File: src/design/pifas_pkg.sv
// shared constants and carrier types for the aliased register state
// Functional notes
// - stack top pointer is zero after each packed-integer instruction
// - a register write fills the aliased exponent with ones
// - all but the empty-state instruction set every tag valid 00
// - the empty-state instruction marks every tag field empty
// - pending float exception gives numeric error 16 and low error out
// - held instruction restarts after the numeric error handler returns
// - packed-integer instructions raise no numeric fault of their own
// - memory operand faults are reported as for any other instruction
// - packed-integer registers and tags share the float register storage
// - a bus-lock prefixed instruction raises invalid opcode
// - emulation control bit makes any such instruction invalid opcode
// - identify instruction reports the feature in feature flag bit 23
// - address and segment prefixes act on memory forms; others reserved
package pifas_pkg;
  localparam int unsigned NREG = 8;
  localparam int unsigned TOP_W = 3;
  localparam int unsigned MANT_W = 64;
  localparam int unsigned EXP_W = 16;
  localparam logic [1:0] TAG_VALID = 2'h0;
  localparam logic [1:0] TAG_EMPTY = 2'h3;
  localparam logic [TOP_W-1:0] TOP_CLEAR = 3'h0;
  localparam logic [EXP_W-1:0] EXP_ONES = 16'hFFFF;
  localparam logic [7:0] VEC_NUMERIC = 8'h10;
  localparam logic [7:0] VEC_INVALID = 8'h06;
  localparam logic [7:0] VEC_NONE = 8'h00;
  localparam int unsigned FEAT_BIT = 23;
  localparam logic [31:0] FEAT_RESET = 32'h0000_0000;
  // axi offsets
  localparam logic [7:0] OFS_CTRL = 8'h00;
  localparam logic [7:0] OFS_STATUS = 8'h04;
  localparam logic [7:0] OFS_FEAT = 8'h08;
  localparam logic [7:0] OFS_TAGS = 8'h0C;
  localparam logic [7:0] OFS_VEC = 8'h10;
  localparam int unsigned CTRL_EMU = 0;
  localparam int unsigned CTRL_PEND = 1;
  localparam int unsigned CTRL_RET = 2;
  localparam logic [1:0] RESP_OK = 2'h0;
  localparam logic [1:0] RESP_SLVERR = 2'h2;

  typedef enum logic [1:0] {
    PIFAS_OP_NORMAL,
    PIFAS_OP_EMPTY,
    PIFAS_OP_IDENTIFY
  } pifas_op_t;

  typedef struct packed {
    logic valid;
    pifas_op_t op;
    logic lock_prefix;
    logic has_mem;
    logic mem_fault;
    logic wr_en;
    logic [TOP_W-1:0] wr_idx;
    logic [MANT_W-1:0] wr_data;
  } pifas_instr_t;

  typedef struct packed {
    logic done;
    logic fault;
    logic [7:0] vector;
    logic mem_fault;
  } pifas_result_t;
endpackage : pifas_pkg

File: src/design/pifas_stack_store.sv
// shared float and packed-integer register storage
`timescale 1ns/100ps
`default_nettype none
module pifas_stack_store
  import pifas_pkg::*;
(
  // clock and reset
  input wire logic aclk,
  input wire logic aresetn,
  // write port
  input wire logic wr_en,
  input wire logic [TOP_W-1:0] wr_idx,
  input wire logic [MANT_W-1:0] wr_data,
  // read port
  input wire logic [TOP_W-1:0] rd_idx,
  output logic [MANT_W+EXP_W-1:0] rd_data
);
  typedef struct packed {
    logic [NREG-1:0][MANT_W+EXP_W-1:0] regs;
  } pifas_store_t;
  pifas_store_t st_reg, st_next;

  always_comb begin
    st_next = st_reg;
    if (wr_en) begin
      st_next.regs[wr_idx] = {EXP_ONES, wr_data};
    end
  end

  always_ff @(posedge aclk) begin
    if (!aresetn) begin
      st_reg <= '0;
    end else begin
      st_reg <= st_next;
    end
  end

  assign rd_data = st_reg.regs[rd_idx];
endmodule : pifas_stack_store
`default_nettype wire

File: src/design/pifas_top.sv
// alias state controller with axi4-lite control and status
//
// The AXI4-Lite slave port and the register offsets were chosen for this implementation.
`timescale 1ns/100ps
`default_nettype none
module pifas_top
  import pifas_pkg::*;
(
  // clock and reset
  input wire logic aclk,
  input wire logic aresetn,
  // instruction issue from decode
  input wire pifas_instr_t instr,
  output logic instr_ready,
  output pifas_result_t result,
  // float status and tag state
  output logic [TOP_W-1:0] stack_top_pointer,
  output logic [2*NREG-1:0] tag_word,
  output logic numeric_error_out_n,
  output logic [MANT_W+EXP_W-1:0] reg_rd_data,
  input wire logic [TOP_W-1:0] reg_rd_idx,
  // axi4-lite write
  input wire logic [7:0] s_awaddr,
  input wire logic s_awvalid,
  output logic s_awready,
  input wire logic [31:0] s_wdata,
  input wire logic [3:0] s_wstrb,
  input wire logic s_wvalid,
  output logic s_wready,
  output logic [1:0] s_bresp,
  output logic s_bvalid,
  input wire logic s_bready,
  // axi4-lite read
  input wire logic [7:0] s_araddr,
  input wire logic s_arvalid,
  output logic s_arready,
  output logic [31:0] s_rdata,
  output logic [1:0] s_rresp,
  output logic s_rvalid,
  input wire logic s_rready
);
  typedef struct packed {
    logic [TOP_W-1:0] top;
    logic [2*NREG-1:0] tags;
    logic emu;
    logic pend;
    logic err_n;
    logic held;
    pifas_result_t res;
    logic [7:0] last_vec;
    logic aw_got;
    logic w_got;
    logic [7:0] awaddr;
    logic [31:0] wdata;
    logic bvalid;
    logic [1:0] bresp;
    logic rvalid;
    logic [31:0] rdata;
    logic [1:0] rresp;
    logic rdy;
    logic awrdy;
    logic wrdy;
    logic arrdy;
    logic [MANT_W+EXP_W-1:0] rd;
  } pifas_state_t;
  pifas_state_t s_reg, s_next;

  logic st_wr_en;
  logic [MANT_W+EXP_W-1:0] st_rd;

  function automatic logic [31:0] rd_mux(input logic [7:0] a,
      input pifas_state_t s);
    case (a)
      OFS_CTRL: rd_mux = {29'h0, 1'b0, s.pend, s.emu};
      OFS_STATUS: rd_mux = {27'h0, s.held, ~s.err_n, s.top};
      OFS_FEAT: rd_mux = FEAT_RESET | (32'h1 << FEAT_BIT);
      OFS_TAGS: rd_mux = {16'h0, s.tags};
      OFS_VEC: rd_mux = {24'h0, s.last_vec};
      default: rd_mux = 32'h0;
    endcase
  endfunction : rd_mux

  function automatic logic mapped(input logic [7:0] a);
    mapped = (a == OFS_CTRL) || (a == OFS_STATUS) || (a == OFS_FEAT) ||
             (a == OFS_TAGS) || (a == OFS_VEC);
  endfunction : mapped

  logic take;
  logic [31:0] wmask;
  logic [31:0] ctrl_w;
  logic do_write;
  logic hold_set;

  always_comb begin
    s_next = s_reg;
    s_next.res = '0;
    st_wr_en = 1'b0;
    wmask = {{8{s_wstrb[3]}}, {8{s_wstrb[2]}}, {8{s_wstrb[1]}},
             {8{s_wstrb[0]}}};
    ctrl_w = 32'h0;
    do_write = 1'b0;
    hold_set = 1'b0;
    take = instr.valid && s_reg.rdy;
    // instruction handling
    if (take) begin
      s_next.res.done = 1'b1;
      if (instr.op == PIFAS_OP_IDENTIFY) begin
        s_next.res.vector = VEC_NONE;
      end else if (s_reg.emu || instr.lock_prefix) begin
        s_next.res.fault = 1'b1;
        s_next.res.vector = VEC_INVALID;
        s_next.last_vec = VEC_INVALID;
      end else if (s_reg.pend) begin
        // held, not executed; decode retries after handler return
        s_next.res.fault = 1'b1;
        s_next.res.vector = VEC_NUMERIC;
        s_next.last_vec = VEC_NUMERIC;
        s_next.err_n = 1'b0;
        s_next.held = 1'b1;
        hold_set = 1'b1;
      end else if (instr.has_mem && instr.mem_fault) begin
        // prefixes only matter to the address path upstream
        s_next.res.fault = 1'b1;
        s_next.res.mem_fault = 1'b1;
      end else begin
        // no numeric check: only the pending one can fault
        s_next.top = TOP_CLEAR;
        if (instr.op == PIFAS_OP_EMPTY) begin
          s_next.tags = {NREG{TAG_EMPTY}};
        end else begin
          s_next.tags = {NREG{TAG_VALID}};
          st_wr_en = instr.wr_en;
        end
      end
    end
    // axi write channel
    if (s_awready && s_awvalid) begin
      s_next.aw_got = 1'b1;
      s_next.awaddr = s_awaddr;
    end
    if (s_wready && s_wvalid) begin
      s_next.w_got = 1'b1;
      s_next.wdata = s_wdata & wmask;
    end
    if (s_reg.aw_got && s_reg.w_got && !s_reg.bvalid) begin
      do_write = 1'b1;
      s_next.aw_got = 1'b0;
      s_next.w_got = 1'b0;
      s_next.bvalid = 1'b1;
      s_next.bresp = mapped(s_reg.awaddr) ? RESP_OK : RESP_SLVERR;
      if (s_reg.awaddr == OFS_CTRL) begin
        ctrl_w = s_reg.wdata;
        s_next.emu = ctrl_w[CTRL_EMU];
        // handler return: clears pending and releases the held one
        if (ctrl_w[CTRL_RET]) begin
          s_next.pend = 1'b0;
          // a hold raised in this same cycle wins over the return
          if (!hold_set) begin
            s_next.err_n = 1'b1;
            s_next.held = 1'b0;
          end
        end else begin
          s_next.pend = ctrl_w[CTRL_PEND] | s_reg.pend;
        end
      end
    end
    if (s_reg.bvalid && s_bready) begin
      s_next.bvalid = 1'b0;
    end
    // axi read channel
    if (s_arready && s_arvalid) begin
      s_next.rvalid = 1'b1;
      s_next.rdata = rd_mux(s_araddr, s_reg);
      s_next.rresp = mapped(s_araddr) ? RESP_OK : RESP_SLVERR;
    end else if (s_reg.rvalid && s_rready) begin
      s_next.rvalid = 1'b0;
    end
    if (!do_write) begin
      ctrl_w = 32'h0;
    end
    // readies kept as flops so every output comes straight from state
    s_next.rdy = !s_next.held;
    s_next.awrdy = !s_next.aw_got;
    s_next.wrdy = !s_next.w_got;
    s_next.arrdy = !s_next.rvalid;
    s_next.rd = st_rd;
  end

  always_ff @(posedge aclk) begin
    if (!aresetn) begin
      s_reg <= '0;
      s_reg.tags <= {NREG{TAG_EMPTY}};
      s_reg.err_n <= 1'b1;
      s_reg.awrdy <= 1'b1;
      s_reg.wrdy <= 1'b1;
      s_reg.arrdy <= 1'b1;
    end else begin
      s_reg <= s_next;
    end
  end

  pifas_stack_store u_store (
    .aclk(aclk),
    .aresetn(aresetn),
    .wr_en(st_wr_en),
    .wr_idx(instr.wr_idx),
    .wr_data(instr.wr_data),
    .rd_idx(reg_rd_idx),
    .rd_data(st_rd)
  );

  assign instr_ready = s_reg.rdy;
  assign reg_rd_data = s_reg.rd;
  assign result = s_reg.res;
  assign stack_top_pointer = s_reg.top;
  assign tag_word = s_reg.tags;
  assign numeric_error_out_n = s_reg.err_n;
  assign s_awready = s_reg.awrdy;
  assign s_wready = s_reg.wrdy;
  assign s_bvalid = s_reg.bvalid;
  assign s_bresp = s_reg.bresp;
  assign s_arready = s_reg.arrdy;
  assign s_rvalid = s_reg.rvalid;
  assign s_rdata = s_reg.rdata;
  assign s_rresp = s_reg.rresp;
endmodule : pifas_top
`default_nettype wire

File: config.mk
export PLATFORM = sky130hd
export DESIGN_NAME = pifas_top
export DESIGN_NICKNAME = d
export VERILOG_FILES = /design/src/design/pifas_pkg.sv /design/src/design/pifas_stack_store.sv /design/src/design/pifas_top.sv
export SDC_FILE = /design/constraint.sdc
export NUM_CORES = 1
export LEC_CHECK = 0
export BUFFER_PORTS_ARGS = -buffer_cell sky130_fd_sc_hd__buf_2
export CAP_MARGIN = 5
export CORE_MARGIN = 2
export CORE_UTILIZATION = 53
export CTS_CLUSTER_DIAMETER = 80
export CTS_CLUSTER_SIZE = 30
export DETAILED_ROUTE_END_ITERATION = 8
export PLACE_DENSITY = 0.76
export SYNTH_ARGS = -nofsm -noshare
export SYNTH_HDL_FRONTEND = slang
export SYNTH_SLANG_ARGS = --single-unit
File: constraint.sdc
create_clock -name aclk -period 1.8 [get_ports aclk]
set_input_delay 0.36 -clock aclk [delete_from_list [all_inputs] [get_ports aclk]]
set_output_delay 0.36 -clock aclk [all_outputs]
set_load 0.05 [all_outputs]
---- After elaboration in Yosys (flattened, before gate mapping) ----
Cells that the tools add are included.
cells by class
  magnitude comparators ................... 3
  eq/ne operators ......................... 10
  mux-type cells .......................... 44
  bitwise operators ....................... 9
  reduce and logical (&&, ||, !) cells .... 34
operators by type and width
  cell                number
  $bwmux 640          1
  $bmux 80 s3         1
  $demux 80 s3        1
  $mux 80             2
  $pmux 24 s5         1
  $eq 8x4->1 const B  4
  $mux 8              3
  $mux 21             1
  $mux 1              20
  $mux 2              10
  $mux 9              2
  $eq 8x3->1 const B  2
  $eq 8x5->1 const B  2
  $logic_not 8->1     2
  $mux 16             1
  $logic_and 1x1->1   10
  $logic_or 1x1->1    9
  $lt 3x4->1 const B  2
  $not 1->1           7
  $logic_not 1->1     5
  $mux 5              1
  $reduce_and 5->1    1
  $reduce_or 5->1     1
  $reduce_or 4->1     1
  10 further kinds    10
word-level totals
  bits in registers ....................... 814
  output and inout port bits .............. 153
  logic and storage cells ................. 133

---- Depth between registers and ports, before layout ----
  depth after elaboration ................. 11
  mapped depth ............................ 7

---- Cells and area by module ----
A second synthesis with hierarchy kept.
unflattened totals
  cells, all modules ...................... 3060
  area total of the unflattened synthesis .. 28696.3 µm²
modules (own cells, without submodules)
  module             instances  cells each  area an instance (µm²)
  pifas_stack_store  1          2564        23855.4
  pifas_top          1          496         4840.9

---- Least setup slack after synthesis ----
No wires, ideal clock.
  path kind ............................... reg2reg
  start point ............................. reg s_reg, in the netlist instr_ready
  end point ............................... reg u_store.st_reg[495] (netlist name)
  arrival time ............................ 1.869 ns
  required time ........................... 1.674 ns
  slack ................................... -0.195 ns
  cell stages (with the launch flop) ...... 7
  clock period less this slack ............ 1.995 ns
  path through ............................ dfxtp_1 -> nand2_1 -> nor4_2 -> nand3_1 -> buf_2 -> buf_2 -> mux2i_1
on the way
  word-level cells in the longest chain between the ends .. 2
ends and longest elaborated chain
  item                    RTL line                 source
  from (decl)             pifas_top.sv:66          pifas_state_t s_reg, s_next;
  from (signal assigned)  pifas_top.sv:198         s_reg <= s_next;
  $logic_and 1x1->1       pifas_top.sv:103         take = instr.valid && s_reg.rdy;
  $mux 1                  pifas_top.sv:105         if (take) begin
  to (signal assigned)    pifas_stack_store.sv:34  st_reg <= st_next;
  to (decl)               pifas_stack_store.sv:21  pifas_store_t st_reg, st_next;
No other way between the ends.
A chain may end at the register's enable or synchronous reset.

==> flow_metrics.env <==
export IMPL_ys_warn_count=0
export IMPL_drt_pass1_iterations=5
export IMPL_worst_path_max_fanout=17
export IMPL_synth_area_mux_share=0.328
export IMPL_use_met3=0.0199
export IMPL_crit_path_cell_trace="buf_6, buf_4"
export IMPL_die_h_um=228
export IMPL_ff_latch_area_um2=12500
export IMPL_vias=17600
export IMPL_setup_viol_count_final=0
export IMPL_timing_fmax_mhz=571
export IMPL_synth_seq_cells=625
export IMPL_clk_pin_slew_ns=0.11
export IMPL_worstSkewPairLatency_ns=0.62
export IMPL_grt_max_degree=80
export IMPL_power_density_nw_per_um2=824
export IMPL_drv_cap=0
export IMPL_synth_main_ff_cell="dfxtp_1"
export IMPL_synth_top_family_by_area="multiplexers"
export IMPL_cts_sinks=625
export IMPL_via_per_inst=5.39
export IMPL_hold_violations=0
export IMPL_drtAntennaViolNets=0
export IMPL_max_slew_margin=0.587
export IMPL_initial_utilization=0.534
export IMPL_whs_ns=0.0244
export IMPL_async_flop_share=0
export IMPL_synthSimpleGateAreaFrac=0.117
export IMPL_synth_adder_area_share=0
export IMPL_outcome="complete, no violations"
export IMPL_synthesis_area_um2=26600
export IMPL_routed_wl_mm=59.5
export IMPL_drv_slew=0
export IMPL_place_congestion=0.828
export IMPL_largest_reg_flops=520
export IMPL_dieArea_um2=52000
export IMPL_drc=0
export IMPL_cts_tree="yes"
export IMPL_timing_reg2reg_setup_slack_ns=0.07
export IMPL_grt_util_met2=0.391
export IMPL_clockBufferDepth=3
export IMPL_cp_data_required_time_ns=1.44
export IMPL_worst_setup_path_start_kind="register"
export IMPL_grt_pass1_wl_mm=95.8
export IMPL_antenna_found_initial=0
export IMPL_cp_slowest_stage_delay_ns=0.37
export IMPL_min_delay_worst_endpoint="s_reg[123]"
export IMPL_rows=82
export IMPL_finalCritPeriodShare=0.974
export IMPL_wire_per_inst_um=18.3
export IMPL_fin_nets=2696
export IMPL_hp_class="in -> reg"
export IMPL_vdd_ir_drop_max_mv=0.785
export IMPL_grt_ovfl_total=0
export IMPL_end_kind="primary output"
export IMPL_crit_arrival_ns=1.39
export IMPL_cts_buffers=30
export IMPL_syn_inst=2453
export IMPL_grt_usage=0.225
export IMPL_post_synth_cell_area_avg_um2=10.9
export IMPL_path_buf_inv=2
export IMPL_r2r_start="instr_ready"
export IMPL_p_leak_uw=0.0148
export IMPL_synth_edf_count=0
export IMPL_r2r_end="u_store.st_reg[609]"
export IMPL_use_met1=0.306
export IMPL_multiInputGateArea_um2=12400
export IMPL_synth_cell_types=43
export IMPL_fin_total_pwr_uw=24500
export IMPL_drtIter0Drc=1139
export IMPL_rsz0062_at_grt="true"
export IMPL_grt_busiest_layer="met2"
export IMPL_min_path_cells=3
export IMPL_drive_above_1_share=0.216
export IMPL_cts_root_buf="clkbuf_16"
export IMPL_nFillCells=4075
export IMPL_die_w_um=228
export IMPL_r2r_cells=7
export IMPL_num_io_pins=289
export IMPL_cp_top_family="buffers and inverters"
export IMPL_tightest_slew_ns=0.620
export IMPL_hold_start="s_wdata[1]"
export IMPL_first_global_vias=18100
export IMPL_crit_path_top_delay_cell="dfxtp_2"
export IMPL_area_growth_syn_to_layout_pct=11.6
export IMPL_synth_xor_area_frac=0
export IMPL_portBuffers=231
export IMPL_clock_skew_ns=0.0223
export IMPL_dp_hpwl_mm=37.5
export IMPL_seq_area_frac_synth=0.470
export IMPL_htree_levels=1
export IMPL_crit_start="tag_word[14]"
export IMPL_setup_worst_path_class="reg -> out"
export IMPL_core_area_um2=49900
export IMPL_post_route_min_period_ns=1.75
export IMPL_synth_compound_area_share=0.0126
-- power by group --
group	internal, uW	switching, uW	leakage, uW
combinational	631	1090	0.00921
clock	3910	4930	0.000534
sequential	13900	37.6	0.00504
total	18400	6050	0.0148
-- logic make-up (layout without fill, tap and decap cells) --
group	after synthesis	in the layout
AND/OR/NAND/NOR	744	744
flip-flops	625	625
other	1	27
buffers and inverters	329	434
multiplexers	709	709
AO/OA/AOI/OAI	45	45
-- stage by stage --
stage          setup WS [ns]  cell area [um^2]   TNS, ns  utilization  cells
6_report              0.0474             29700         0        0.596   3256
5_1_grt             -0.00277             29700  -0.00697        0.596   3254
4_1_cts              -0.0848             29600     -1.28        0.594   3251
3_5_place_dp          -0.182             28400    -37.07        0.569   3185
3_3_place_gp          -0.196             28400    -36.28        0.569   3185
2_1_floorplan        -0.0598             26700     -1.79            -   2477
-- worst register-to-register path: stages, from the launching register on --
cell and delay (ns):
dfxtp_4 0.38, nand2_2 0.09, nor4_4 0.21, buf_4 0.18, nand4_1 0.10, buf_4 0.18
bufbuf_16 0.33, mux2i_1 0.14
-- cells in the final DEF (no fill, tap or decap), types with 5 or more instances in the layout --
| cell | n |
|---|---|
| a21boi_0 | 15 |
| a21boi_1 | 8 |
| a21oi_1 | 5 |
| buf_12 | 42 |
| buf_2 | 209 |
| buf_4 | 98 |
| clkbuf_16 | 31 |
| conb_1 | 25 |
| dfxtp_1 | 621 |
| dlygate4sd3_1 | 10 |
| inv_1 | 13 |
| mux2i_1 | 579 |
| mux4_2 | 130 |
| nand2_1 | 610 |
| nand3_1 | 5 |
| nand3_4 | 6 |
| nand4_1 | 7 |
| nor2_1 | 14 |
| nor2b_1 | 74 |
| o21ai_0 | 6 |
-- worst max-delay path by stage --
stage / endpoint / slack, ns / cells after the start
final: tag_word[10] / 0.05 / 2
after global routing: tag_word[1] / -0.003 / 2
after CTS: tag_word[4] / -0.08 / 2
after detailed placement: u_store.st_reg[566] / -0.18 / 7
after global placement: u_store.st_reg[579] / -0.20 / 7
after floorplan: reg_rd_data[19] / -0.06 / 6
-- routing by layer --
metal  share of wire  wire length (um)
met2            0.50             29800
met5               0                 0
met1            0.45             26500
met4           0.020              1190
met3           0.033              1980
-- synth_stat cells, drive strengths merged (3+ instances only) --
library cell,n,share of area
mux4,130,0.11
inv,13,0.0018
nor2b,74,0.017
nand2b,3,0.00071
and2,3,0.00071
nand4,7,0.0016
nand3,11,0.0021
nor2,14,0.0020
dfxtp,625,0.47
a31oi,3,0.00071
a21oi,5,0.00094
mux2i,579,0.22
clkbuf,84,0.012
a21boi,23,0.0065
nor4,4,0.0016
or4,3,0.00099
or2,3,0.00071
nand2,611,0.086
o21ai,6,0.0011
buf,232,0.059
-- repair_timing --
action	in CTS	in global routing
endpoints found under the setup margin	87	131
hold buffers	10	0
gates resized for setup	5	39
gates cloned	1	0
setup buffers	1	3
pin swaps	1	2
endpoints found under the hold margin	10	0
-- final cells by class --
cell class / instances / area share
clock buffers: 35 / 0.0273
flip-flops and latches: 625 / 0.421
inverters: 13 / 0.00164
repair buffers: 367 / 0.0952
well taps: 672 / 0.0283
multi-input cells: 1523 / 0.416
diodes: 2 / 0.000168
clock inverters: 19 / 0.00990
No activity file was read; power rests on OpenSTA's default activity.
